**src/ppg_pkg.sv**
```systemverilog
// Package of constants and types for the power-path pin reload block
package ppg_pkg;
  localparam int ADDR_W = 8;
  localparam int DATA_W = 8;
  localparam logic [7:0] OFS_PIN1_PRESET = 8'hEA;
  localparam logic [7:0] OFS_PIN2_PRESET = 8'hEB;
  localparam logic [7:0] OFS_PATH_EN = 8'hEC;
  localparam logic [7:0] OFS_PIN1_CTRL = 8'hED;
  localparam logic [7:0] OFS_PIN2_CTRL = 8'hEE;
  localparam logic [7:0] OFS_PIN3_CTRL = 8'hEF;
  localparam logic [7:0] OFS_PAGE = 8'hF2;
  localparam logic [7:0] OFS_CMD = 8'h23;
  localparam logic [7:0] OFS_OPTIONS = 8'hF0;
  // Command codes
  localparam logic [7:0] CMD_DIS_SNK = 8'h44;
  localparam logic [7:0] CMD_ENA_SNK = 8'h55;
  localparam logic [7:0] CMD_DIS_SRC = 8'h66;
  localparam logic [7:0] CMD_ENA_SRC = 8'h77;
  localparam logic [7:0] CMD_ENA_HV = 8'h88;
  // Preset register bit positions
  localparam int PRE_DIS_SNK = 0;
  localparam int PRE_ENA_SNK = 1;
  localparam int PRE_DIS_SRC = 2;
  localparam int PRE_ENA_SRC = 3;
  localparam int PRE_HV = 4;
  localparam int PRE_SWAP = 6;
  localparam logic [7:0] PRESET_MASK = 8'h5F;
  // Path enable register bit positions
  localparam int EN_PIN2_RELOAD = 7;
  localparam int EN_PIN1_RELOAD = 6;
  localparam int EN_GATE_B_RELOAD = 5;
  localparam int EN_GATE_A_RELOAD = 4;
  localparam int EN_GATE_B_LPOFF = 3;
  localparam int EN_GATE_A_LPOFF = 2;
  localparam int EN_GATE_B_PUMP = 1;
  localparam int EN_GATE_A_PUMP = 0;
  localparam logic [7:0] PATH_EN_RESET = 8'h3F;
  // Pin control register bit positions
  localparam int CTL_DEGLITCH = 7;
  localparam int CTL_HYST = 6;
  localparam int CTL_PULL_HIGH = 5;
  localparam int CTL_PULL_LOW = 4;
  localparam int CTL_DRIVE = 3;
  localparam int CTL_DIR = 2;
  localparam int CTL_OUT = 1;
  localparam int CTL_IN = 0;
  localparam logic [7:0] PIN_CTRL_RESET = 8'h00;
  localparam logic [7:0] PAGE_RESET = 8'h00;
  localparam logic [7:0] PRESET_RESET = 8'h00;
  // Options register bit positions
  localparam int OPT_SWAP_WAIT = 0;
  localparam int OPT_TO_PIN1 = 1;
  localparam int OPT_TO_PIN2 = 2;
  localparam logic [7:0] OPTIONS_RESET = 8'h00;
  localparam logic [7:0] OPTIONS_MASK = 8'h07;
  // Deglitch time
  localparam int CLK_MHZ = 100;
  localparam int DEGLITCH_NS = 3000;
  localparam int DEGLITCH_CYC = (DEGLITCH_NS * CLK_MHZ + 999) / 1000;
  typedef enum logic [2:0] {
    PPG_EV_NONE = 3'b000,
    PPG_EV_DIS_SNK = 3'b001,
    PPG_EV_ENA_SNK = 3'b010,
    PPG_EV_DIS_SRC = 3'b011,
    PPG_EV_ENA_SRC = 3'b100,
    PPG_EV_HV = 3'b101
  } ppg_event_t;
endpackage

```
**src/ppg_filt_if.sv**
```systemverilog
// Interface between the pin input filter and the main block
`timescale 1ns/100ps
interface ppg_filt_if;
  logic raw;
  logic deglitch_en;
  logic level;
  modport filt (input raw, input deglitch_en, output level);
  modport user (output raw, output deglitch_en, input level);
endinterface

```
**src/ppg_filter.sv**
```systemverilog
// Two-flop synchroniser and optional input deglitch for one pin
`timescale 1ns/100ps
module ppg_filter #(
  parameter int CYC = ppg_pkg::DEGLITCH_CYC
) (
  input wire logic ref_clk,
  input wire logic nrst,
  ppg_filt_if.filt f
);
  import ppg_pkg::*;
  localparam int CW = $clog2(CYC + 1);
  initial begin
    if (CYC < 1) $error("deglitch count must be at least one");
  end
  typedef struct packed {
    logic s1;
    logic s2;
    logic level;
    logic [CW-1:0] cnt;
  } ppg_filt_t;
  ppg_filt_t r;
  ppg_filt_t next_r;
  always_comb begin
    next_r = r;
    next_r.s1 = f.raw;
    next_r.s2 = r.s1;
    if (!f.deglitch_en) begin
      next_r.level = r.s2;
      next_r.cnt = '0;
    end else if (r.s2 == r.level) begin
      next_r.cnt = '0;
    end else if (r.cnt == CW'(CYC - 1)) begin
      // Level must differ for the full window before it is taken
      next_r.level = r.s2;
      next_r.cnt = '0;
    end else begin
      next_r.cnt = r.cnt + CW'(1);
    end
  end
  always_ff @(posedge ref_clk or negedge nrst) begin
    if (!nrst) begin
      r <= '0;
    end else begin
      r <= next_r;
    end
  end
  assign f.level = r.level;
endmodule // ppg_filter

```
**src/ppg_gpio_reload.sv**
```systemverilog
// Pin control registers with automatic reload on power-path commands
//
// Added by the designer: the strobed register port.
`timescale 1ns/100ps
// Functional notes
// - Command 55h with reload on loads each pin's enable-sink preset.
// - Command 44h with reload on loads each pin's disable-sink preset.
// - Command 77h with reload on loads each pin's enable-source preset.
// - Command 66h with reload on loads each pin's disable-source preset.
// - Command 88h with reload on loads each pin's high-voltage preset.
// - Swap event with reload on loads pin two's preset bit 6.
// - Preset 0 gives push-pull low, 1 push-pull high; resets to 0.
// - Bits 7 and 6 enable reload for pins two and one; reset off.
// - Bits 5 and 4 enable gate B and A path reload; reset on.
// - Bits 1 and 0 enable gate B and A charge pumps; reset on.
// - Bits 3 and 2 shut the matching pump off in low power mode.
// - Control bit 7 adds a 3 us input deglitch; reset off.
// - Bits 6, 5, 4 enable hysteresis, pull-high, pull-low; reset off.
// - Bit 3 selects open-drain at 0 (reset) or push-pull at 1.
// - Bit 2 selects input at 0 (reset) or output at 1.
// - Bit 1 gives the driven level; resets low.
// - Bit 0 is read-only and returns the sampled pin level.
// - Register F2h is the second page select; resets to 00h.
// - Wait option delays swap reload until VBUS is below threshold.
// - Timeout option returns the pin to reset defaults on watchdog timeout.
module ppg_gpio_reload #(
  parameter int DEG_CYC = ppg_pkg::DEGLITCH_CYC
) (
  input wire logic ref_clk,
  input wire logic nrst,
  input wire logic [ppg_pkg::ADDR_W-1:0] reg_addr,
  input wire logic [ppg_pkg::DATA_W-1:0] reg_wdata,
  input wire logic reg_wr,
  input wire logic reg_rd,
  output logic [ppg_pkg::DATA_W-1:0] reg_rdata,
  input wire logic swap_event,
  input wire logic vbus_below_swap,
  input wire logic watchdog_timeout,
  input wire logic low_power_mode,
  input wire logic [2:0] pin_in,
  output logic [2:0] pin_out,
  output logic [2:0] pin_oe,
  output logic [2:0] pull_high_enable,
  output logic [2:0] pull_low_enable,
  output logic [2:0] input_hysteresis_enable,
  output logic gate_a_auto_reload_enable,
  output logic gate_b_auto_reload_enable,
  output logic gate_a_pump_enable,
  output logic gate_b_pump_enable,
  output logic [7:0] second_page_select
);
  import ppg_pkg::*;

  typedef struct packed {
    logic [7:0] pin1_pre;
    logic [7:0] pin2_pre;
    logic [7:0] path_en;
    logic [2:0][7:0] ctl;
    logic [7:0] page;
    logic [7:0] opts;
    logic swap_pend;
    logic [7:0] rdata;
    // Two-stage synchronisers for the asynchronous control inputs
    logic [1:0] swap_sync;
    logic swap_prev;
    logic [1:0] vbus_sync;
    logic [1:0] wd_sync;
    logic [1:0] lp_sync;
  } ppg_state_t;

  ppg_state_t r;
  ppg_state_t next_r;
  logic [2:0] in_level;
  logic swap_rise;
  logic swap_ready;
  logic wd_active;
  logic lp_active;

  // Offsets and registers are byte wide; other widths would break the decode
  if (ADDR_W != 8 || DATA_W != 8) begin : g_bad_width
    $error("address and data width must both be eight bits");
  end
  // The filter cannot count a zero-length window
  if (DEG_CYC < 1) begin : g_bad_deglitch
    $error("deglitch count must be at least one");
  end

  genvar g;
  generate
    for (g = 0; g < 3; g++) begin : g_pin
      ppg_filt_if fi ();
      assign fi.raw = pin_in[g];
      assign fi.deglitch_en = r.ctl[g][CTL_DEGLITCH];
      assign in_level[g] = fi.level;
      ppg_filter #(.CYC(DEG_CYC)) u_filt (
        .ref_clk(ref_clk),
        .nrst(nrst),
        .f(fi.filt)
      );
    end
  endgenerate

  // Decode a command byte to the preset bit it selects
  function automatic ppg_event_t cmd_decode(input logic [7:0] c);
    unique case (c)
      CMD_DIS_SNK: cmd_decode = PPG_EV_DIS_SNK;
      CMD_ENA_SNK: cmd_decode = PPG_EV_ENA_SNK;
      CMD_DIS_SRC: cmd_decode = PPG_EV_DIS_SRC;
      CMD_ENA_SRC: cmd_decode = PPG_EV_ENA_SRC;
      CMD_ENA_HV: cmd_decode = PPG_EV_HV;
      default: cmd_decode = PPG_EV_NONE;
    endcase
  endfunction

  function automatic int preset_bit(input ppg_event_t e);
    unique case (e)
      PPG_EV_DIS_SNK: preset_bit = PRE_DIS_SNK;
      PPG_EV_ENA_SNK: preset_bit = PRE_ENA_SNK;
      PPG_EV_DIS_SRC: preset_bit = PRE_DIS_SRC;
      PPG_EV_ENA_SRC: preset_bit = PRE_ENA_SRC;
      PPG_EV_HV: preset_bit = PRE_HV;
      default: preset_bit = PRE_SWAP;
    endcase
  endfunction

  // Preset forces push-pull output at the preset level
  function automatic logic [7:0] apply_preset(input logic [7:0] c, input logic v);
    logic [7:0] t;
    t = c;
    t[CTL_DRIVE] = 1'b1;
    t[CTL_DIR] = 1'b1;
    t[CTL_OUT] = v;
    return t;
  endfunction

  // Host value for a pin control register; the input bit is status only
  function automatic logic [7:0] host_ctl(input logic [7:0] d);
    return {d[7:1], 1'b0};
  endfunction

  // Pump runs when enabled, unless told to stop in low power mode
  function automatic logic pump_on(input logic en, input logic lp_off, input logic lp);
    return en & ~(lp_off & lp);
  endfunction

  // Edge, wait condition and levels read the second stage only
  assign swap_rise = r.swap_sync[1] & ~r.swap_prev;
  assign swap_ready = ~r.opts[OPT_SWAP_WAIT] | r.vbus_sync[1];
  assign wd_active = r.wd_sync[1];
  assign lp_active = r.lp_sync[1];

  always_comb begin
    ppg_event_t ev;
    logic cmd_hit;
    logic swap_fire;
    logic [7:0] rv;
    ev = PPG_EV_NONE;
    cmd_hit = 1'b0;
    swap_fire = 1'b0;
    rv = 8'h00;
    next_r = r;
    // Every asynchronous input passes two flops before use
    next_r.swap_sync = {r.swap_sync[0], swap_event};
    next_r.swap_prev = r.swap_sync[1];
    next_r.vbus_sync = {r.vbus_sync[0], vbus_below_swap};
    next_r.wd_sync = {r.wd_sync[0], watchdog_timeout};
    next_r.lp_sync = {r.lp_sync[0], low_power_mode};

    // Host writes take effect first so a same-cycle trigger overrides them
    if (reg_wr) begin
      unique case (reg_addr)
        OFS_PIN1_PRESET: next_r.pin1_pre = reg_wdata & PRESET_MASK;
        OFS_PIN2_PRESET: next_r.pin2_pre = reg_wdata & PRESET_MASK;
        OFS_PATH_EN: next_r.path_en = reg_wdata;
        OFS_PIN1_CTRL: next_r.ctl[0] = host_ctl(reg_wdata);
        OFS_PIN2_CTRL: next_r.ctl[1] = host_ctl(reg_wdata);
        OFS_PIN3_CTRL: next_r.ctl[2] = host_ctl(reg_wdata);
        OFS_PAGE: next_r.page = reg_wdata;
        OFS_OPTIONS: next_r.opts = reg_wdata & OPTIONS_MASK;
        OFS_CMD: begin
          ev = cmd_decode(reg_wdata);
          cmd_hit = (ev != PPG_EV_NONE);
        end
        default: begin
        end
      endcase
    end

    // Swap reload, optionally held until VBUS drops
    if (swap_rise) begin
      next_r.swap_pend = 1'b1;
    end
    if ((swap_rise || r.swap_pend) && swap_ready) begin
      swap_fire = 1'b1;
      next_r.swap_pend = 1'b0;
    end
    // A later command supersedes a pending swap reload
    if (cmd_hit) begin
      next_r.swap_pend = 1'b0;
    end

    if (cmd_hit && r.path_en[EN_PIN1_RELOAD]) begin
      next_r.ctl[0] = apply_preset(next_r.ctl[0], r.pin1_pre[preset_bit(ev)]);
    end
    if (cmd_hit && r.path_en[EN_PIN2_RELOAD]) begin
      next_r.ctl[1] = apply_preset(next_r.ctl[1], r.pin2_pre[preset_bit(ev)]);
    end
    // Only pin two has a swap preset; command wins if both land together
    if (swap_fire && !cmd_hit && r.path_en[EN_PIN2_RELOAD]) begin
      next_r.ctl[1] = apply_preset(next_r.ctl[1], r.pin2_pre[PRE_SWAP]);
    end

    // Watchdog timeout restores reset defaults
    if (wd_active && r.opts[OPT_TO_PIN1]) begin
      next_r.ctl[0] = PIN_CTRL_RESET;
    end
    if (wd_active && r.opts[OPT_TO_PIN2]) begin
      next_r.ctl[1] = PIN_CTRL_RESET;
    end

    // Input bit is read-only status
    for (int i = 0; i < 3; i++) begin
      next_r.ctl[i][CTL_IN] = in_level[i];
    end

    if (reg_rd) begin
      unique case (reg_addr)
        OFS_PIN1_PRESET: rv = r.pin1_pre;
        OFS_PIN2_PRESET: rv = r.pin2_pre;
        OFS_PATH_EN: rv = r.path_en;
        OFS_PIN1_CTRL: rv = r.ctl[0];
        OFS_PIN2_CTRL: rv = r.ctl[1];
        OFS_PIN3_CTRL: rv = r.ctl[2];
        OFS_PAGE: rv = r.page;
        OFS_OPTIONS: rv = r.opts;
        default: rv = 8'h00;
      endcase
    end
    next_r.rdata = rv;
  end

  always_ff @(posedge ref_clk or negedge nrst) begin
    if (!nrst) begin
      r.pin1_pre <= PRESET_RESET;
      r.pin2_pre <= PRESET_RESET;
      r.path_en <= PATH_EN_RESET;
      r.ctl <= {3{PIN_CTRL_RESET}};
      r.page <= PAGE_RESET;
      r.opts <= OPTIONS_RESET;
      r.swap_pend <= 1'b0;
      r.swap_sync <= 2'b00;
      r.swap_prev <= 1'b0;
      r.vbus_sync <= 2'b00;
      r.wd_sync <= 2'b00;
      r.lp_sync <= 2'b00;
      r.rdata <= 8'h00;
    end else begin
      r <= next_r;
    end
  end

  assign reg_rdata = r.rdata;

  // Pin drive: open-drain only pulls low, push-pull drives both levels
  always_comb begin
    for (int i = 0; i < 3; i++) begin
      pin_out[i] = r.ctl[i][CTL_OUT];
      pin_oe[i] = r.ctl[i][CTL_DIR] &
                  (r.ctl[i][CTL_DRIVE] | ~r.ctl[i][CTL_OUT]);
      input_hysteresis_enable[i] = r.ctl[i][CTL_HYST];
      pull_high_enable[i] = r.ctl[i][CTL_PULL_HIGH];
      pull_low_enable[i] = r.ctl[i][CTL_PULL_LOW];
    end
  end

  assign gate_a_auto_reload_enable = r.path_en[EN_GATE_A_RELOAD];
  assign gate_b_auto_reload_enable = r.path_en[EN_GATE_B_RELOAD];
  assign gate_a_pump_enable = pump_on(r.path_en[EN_GATE_A_PUMP],
                                      r.path_en[EN_GATE_A_LPOFF], lp_active);
  assign gate_b_pump_enable = pump_on(r.path_en[EN_GATE_B_PUMP],
                                      r.path_en[EN_GATE_B_LPOFF], lp_active);
  assign second_page_select = r.page;
endmodule // ppg_gpio_reload

```
**config.mk**
```make
export PLATFORM = sky130hd
export DESIGN_NAME = ppg_gpio_reload
export DESIGN_NICKNAME = d
export VERILOG_FILES = /design/src/ppg_pkg.sv /design/src/ppg_filt_if.sv /design/src/ppg_filter.sv /design/src/ppg_gpio_reload.sv
export SDC_FILE = /design/constraint.sdc
export NUM_CORES = 1
export LEC_CHECK = 0
export BUFFER_PORTS_ARGS = -buffer_cell sky130_fd_sc_hd__buf_2
export CELL_PAD_IN_SITES_DETAIL_PLACEMENT = 1
export CELL_PAD_IN_SITES_GLOBAL_PLACEMENT = 2
export CORE_ASPECT_RATIO = 1.2
export CORE_UTILIZATION = 38
export CTS_CLUSTER_SIZE = 8
export DETAILED_ROUTE_END_ITERATION = 8
export PLACE_DENSITY_LB_ADDON = 0.2
export SYNTH_ARGS = -nofsm -noshare
export SYNTH_HDL_FRONTEND = slang
export SYNTH_SLANG_ARGS = --single-unit
export TNS_END_PERCENT = 50
```
**constraint.sdc**
```tcl
create_clock -name ref_clk -period 2.03 [get_ports ref_clk]
set_clock_uncertainty 0.2 [all_clocks]
set_input_delay 0.406 -clock ref_clk [delete_from_list [all_inputs] [get_ports ref_clk]]
set_output_delay 0.406 -clock ref_clk [all_outputs]
set_load 0.1 [all_outputs]
```
==> reports/qor_table.md <==
| Stage | Item | Reported |
| --- | --- | --- |
| synth | Average cell area after synthesis | 10.9 um^2 |
| die | Width of the die | 109 um |
| critical path | Worst path buffer plus inverter count | 2 |
| clock tree | Num CTS Buffers | 9 |
| synth | Leading register cell type out of synthesis | sky130_fd_sc_hd__dfrtp_1 |
| drt | Antenna viol nets, final | 0 |
| global routing | Largest net degree at the start of global routing | 80 |
| drt | Residual DRC | 0 |
| power and ir drop | Switching power total | 1.44 mW |
| global routing | Total grt overflow | 0 |
| synth | Library cell with the highest instance count after synthesis | sky130_fd_sc_hd__dfrtp_1 |
| die | Chip Height | 130 um |
| timing | Hold Fails Final Rpt | 0 |
| die | Full die area | 0.0142 mm^2 |
| global routing | Wire length of the first global-routing pass | 22900 um |
| critical path | Data arrival time of the worst path | 2.20 ns |
| critical path | Family of cells with the greatest summed delay on the critical path | simple AND/OR/NAND/NOR gates |
| power and ir drop | Clock power share | 0.351 |
| final layout | Total inserted antenna cells | 0 |
| drt | Vias | 3974 |
| critical path | Delay of the slowest critical-path stage | 0.53 ns |
| final layout | Post-route cell area | 0.00664 mm^2 |
| final layout | Number of nets at the end of the flow | 615 |
| global routing | Antenna violations before repair | 0 |
| clock tree | Clk Latency, worst-skew pair | 0.35 ns |
| timing | Number of endpoints failing setup at the final stage | 2 |
| final layout | Layout overhead on the synthesized area | 27.4% |
| synth | Number of cells produced by synthesis | 477 |
| clock tree | Clock tree buffer depth | 2 |
| timing | Setup repair after global routing missed its margin | yes |
| die | Top-level I/O count | 62 |
| clock tree | CTS tree | built |
| place | IO Port Bufs | 61 |
| timing | Actual slew at the worst max-slew pin | 0.496 ns |
| critical path | Cell with the biggest individual delay on the critical path | sky130_fd_sc_hd__or4_4 |
| power and ir drop | Power density over the cells | 734 mW/mm^2 |
| synth | Share of the synthesized area in the top cell type | 0.494 |
| synth | Post-synthesis sequential area ratio | 0.525 |
| power and ir drop | Static leakage | 3.05 nW |
| critical path | Maximum fanout along the worst path | 2 |
| power and ir drop | Switching power as a share of total power | 0.296 |
| final layout | Share of the core filled with cells | 0.500 |
| clock tree | Clock-pin slew reported for the worst setup and hold paths after clock tree synthesis | 0.07 ns |
| outcome | Violations in the final reports | negative setup slack |
| drt | Iteration-0 DRC count of the detailed router | 119 |
| drt | Post-detailed-routing wire length | 14300 um |
| timing | Final slew viol count | 0 |
| global routing | All-layer global routing usage | 0.215 |
| synth | Unique cell type count in the Yosys netlist | 54 |
| power and ir drop | Combinational share of power | 0.157 |
| critical path | Cell-by-cell listing of the critical path | buf_2 > or4_4 > buf_4 > o32ai_2 > a211o_1 > mux2_2 > a22oi_1 > nand3b_1 |
| timing | Worst slew margin relative to its limit | 0.672 |
| clock tree | Clock H-tree levels | 3 |
| critical path | Setup Crit Path Kind | input pin to flop |
| synth | Largest area contributor in the synthesized netlist | sky130_fd_sc_hd__dfrtp_1 |
| synth | Commonest cells in the synthesized netlist | sky130_fd_sc_hd__dfrtp_1, sky130_fd_sc_hd__nand2_1, sky130_fd_sc_hd__mux2_2, sky130_fd_sc_hd__nor2_1, sky130_fd_sc_hd__buf_4 |
| place | Cell area after placement | 0.00610 mm^2 |
| timing | Portion of the clock cycle consumed by the worst path in the final layout | 1.07 |
| hold path | Type of the tightest min-delay check | flop to flop |
| place | Detailed Place HPWL | 10800 um |
| synth | Top area cells in the synthesized netlist | sky130_fd_sc_hd__dfrtp_1, sky130_fd_sc_hd__mux2_2, sky130_fd_sc_hd__buf_4, sky130_fd_sc_hd__nand2_1, sky130_fd_sc_hd__dfstp_2 |
| power and ir drop | Overall power | 4.87 mW |
| place | GPL Wtd Cong | 0.901 |
| synth | Share of flip-flops with an asynchronous set or reset after synthesis | 1.00 |
| die | Starting Density | 0.392 |
| clock tree | Buffer cell driving the clock tree root | sky130_fd_sc_hd__clkbuf_16 |
| clock tree | Clock sink count | 109 |
| timing | FMAX | 459 MHz |
| global routing | Via count of the first global-routing pass | 4373 |
| power and ir drop | Part of the power in registers | 0.492 |
| drt | Post-DR wirelength/cell | 18.9 um |
| job | Number of max-cap violations | 0 |
| power and ir drop | Maximum VDD drop | 0.383 mV |
| timing | Setup ws final | -0.150 ns |
| synth | Number of flip-flops and latches in the synthesized netlist | 109 |
| critical path | CP Capture Type | flop |
| synth | Yosys warnings | 0 |
| synth | Post-synth EDFFs | 0 |
| synth | Synthesized net count | 507 |
| drt | Count of TritonRoute iterations in the first routing pass | 4 |
| timing | Min Clock Period, post-route | 2.18 ns |
| final layout | Final-layout fill cell count | 1471 |
| critical path | CP required | 2.05 ns |
| synth | Area of the mapped netlist | 0.00521 mm^2 |
| critical path | Critical path startpoint category | input pin |
| die | Number of rows in the core area | 46 |
| die | Core Footprint | 0.0133 mm^2 |
| outcome | Outcome | finished, violations left |
| power and ir drop | Internal power component | 3.43 mW |
| final layout | Share of cells above drive strength 1 | 0.388 |
| drt | Vias per std cell | 5.24 |
[per-stage QoR]
stage,instances,setup slack (ns),setup TNS (ns),hold slack [ns]
floorplan,477,-0.234,-2.08,-0.0896
global placement,727,-0.395,-11.42,0.135
detailed placement,727,-0.462,-13.53,0.136
CTS,753,-0.0740,-0.143,0.154
global route,758,-0.204,-0.393,0.169
finish,758,-0.150,-0.228,0.152
[layer usage]
| metal | vias up | global-route usage | wire (um) | part of all wire |
|---|---|---|---|---|
| met3 | 20 | 0.0335 | 394 | 0.028 |
| met5 | - | 0 | 0 | 0 |
| met1 | 2010 | 0.250 | 5790 | 0.40 |
| met4 | 0 | 0.0803 | 315 | 0.022 |
| met2 | 69 | 0.395 | 7830 | 0.55 |
| li1 | 1875 | - | - | - |
[path summary, 6_finish.rpt]
check | from | endpoint | slack (ns) | cells past startpoint
worst min register to register | g_pin[1].u_filt.next_r[10]$_DFF_PN0_ | g_pin[1].u_filt.r[10]$_DFF_PN0_ | 0.15 | 0
min in group asynchronous | nrst | second_page_select[1]$_DFFE_PN0P_ | 0.40 | 3
worst max-delay path | reg_wdata[5] | pin_out[1]$_DFFE_PN0P_ | -0.15 | 8
worst max register to register | g_pin[0].u_filt.r[0]$_DFF_PN0_ | g_pin[0].u_filt.f.level$_DFFE_PN0P_ | 0.21 | 4
max in group asynchronous | nrst | r[61]$_DFFE_PN1P_ | 0.82 | 3
worst min-delay path | g_pin[1].u_filt.next_r[10]$_DFF_PN0_ | g_pin[1].u_filt.r[10]$_DFF_PN0_ | 0.15 | 0
[cell type report]
class / count / area [um^2] / area share
clock buffers: 11 / 243 / 0.0365
clock inverters: 5 / 45.0 / 0.00678
inverters: 10 / 37.5 / 0.00565
multi-input cells: 313 / 2350 / 0.354
flip-flops and latches: 109 / 2740 / 0.412
well taps: 168 / 210 / 0.0316
repair buffers: 142 / 1020 / 0.153
[flip-flops by register name, summed over array words and instances (netlist names)]
register                   cells
r                             34
g_pin.u_filt.next_r            3
g_pin.u_filt.r                30
gate_a_auto_reload_enable      1
next_r                         5
g_pin.fi.deglitch_en           3
second_page_select             8
gate_b_auto_reload_enable      1
pin_out                        3
reg_rdata                      8
pull_low_enable                3
lp_active                      1
pull_high_enable               3
input_hysteresis_enable        3
g_pin.u_filt.f.level           3
[placed cells by master, fill, tap and decap left out, types with 3 or more instances in the layout]
| master | netlist | routed |
|---|---|---|
| sky130_fd_sc_hd__clkinv_4 | 0 | 3 |
| sky130_fd_sc_hd__mux2_4 | 0 | 4 |
| sky130_fd_sc_hd__buf_6 | 1 | 3 |
| sky130_fd_sc_hd__a21boi_2 | 0 | 5 |
| sky130_fd_sc_hd__mux2_2 | 39 | 35 |
| sky130_fd_sc_hd__mux2i_1 | 14 | 13 |
| sky130_fd_sc_hd__xnor2_1 | 9 | 9 |
| sky130_fd_sc_hd__a22oi_1 | 8 | 8 |
| sky130_fd_sc_hd__dfrtp_1 | 103 | 103 |
| sky130_fd_sc_hd__nor3_2 | 2 | 3 |
| sky130_fd_sc_hd__nand2_2 | 1 | 3 |
| sky130_fd_sc_hd__and2_1 | 3 | 3 |
| sky130_fd_sc_hd__o21ai_0 | 10 | 10 |
| sky130_fd_sc_hd__nor2_1 | 36 | 36 |
| sky130_fd_sc_hd__dlygate4sd3_1 | 0 | 8 |
| sky130_fd_sc_hd__xor2_1 | 17 | 16 |
| sky130_fd_sc_hd__buf_2 | 2 | 54 |
| sky130_fd_sc_hd__buf_12 | 0 | 4 |
| sky130_fd_sc_hd__a31oi_1 | 8 | 8 |
| sky130_fd_sc_hd__nand2_1 | 47 | 45 |
| sky130_fd_sc_hd__o22ai_1 | 3 | 3 |
| sky130_fd_sc_hd__clkbuf_16 | 0 | 9 |
| sky130_fd_sc_hd__nand2b_1 | 6 | 6 |
| sky130_fd_sc_hd__and3_1 | 10 | 10 |
| sky130_fd_sc_hd__nor3_1 | 10 | 6 |
| sky130_fd_sc_hd__a222oi_1 | 4 | 4 |
| sky130_fd_sc_hd__dfstp_2 | 6 | 6 |
| sky130_fd_sc_hd__a21oi_1 | 18 | 18 |
| sky130_fd_sc_hd__nor3_4 | 1 | 4 |
| sky130_fd_sc_hd__buf_4 | 28 | 70 |
| sky130_fd_sc_hd__nand3_1 | 22 | 20 |
| sky130_fd_sc_hd__nor4_1 | 5 | 4 |
| sky130_fd_sc_hd__ha_1 | 3 | 3 |
| sky130_fd_sc_hd__inv_1 | 9 | 9 |
[cells by family after synthesis]
family / synth area share
AO/OA/AOI/OAI: 0.0854
XOR/XNOR: 0.0437
adder cells (fa/ha/maj): 0.00720
buffers and inverters: 0.0617
flip-flops: 0.525
multiplexers: 0.120
AND/OR/NAND/NOR: 0.158
[power by group through the flow]
stage	clock network [mW]	registers, mW	logic [mW]
floorplan	0	2.42	0.493
global route	1.84	2.41	0.824
detailed placement	0	2.44	0.737
CTS	1.77	2.40	0.761
global placement	0	2.43	0.724
finish	1.71	2.40	0.764
[worst register-to-register path, stage by stage (launching register included)]
cell                      delay [ns]
sky130_fd_sc_hd__dfrtp_1        0.41
sky130_fd_sc_hd__ha_1           0.26
sky130_fd_sc_hd__and3_1         0.21
sky130_fd_sc_hd__a31oi_1        0.26
sky130_fd_sc_hd__mux2_2         0.36
[repair_timing]
item                                    in CTS  in global routing
gates resized for setup                      9                 16
endpoints found under the setup margin       5                 22
buffers inserted                             2                  5
hold buffers                                 8                  0
endpoints found under the hold margin      110                  0
pin swaps                                    6                  6
gates cloned                                 0                  0
Note: power is estimated with default switching activity, not from simulation.
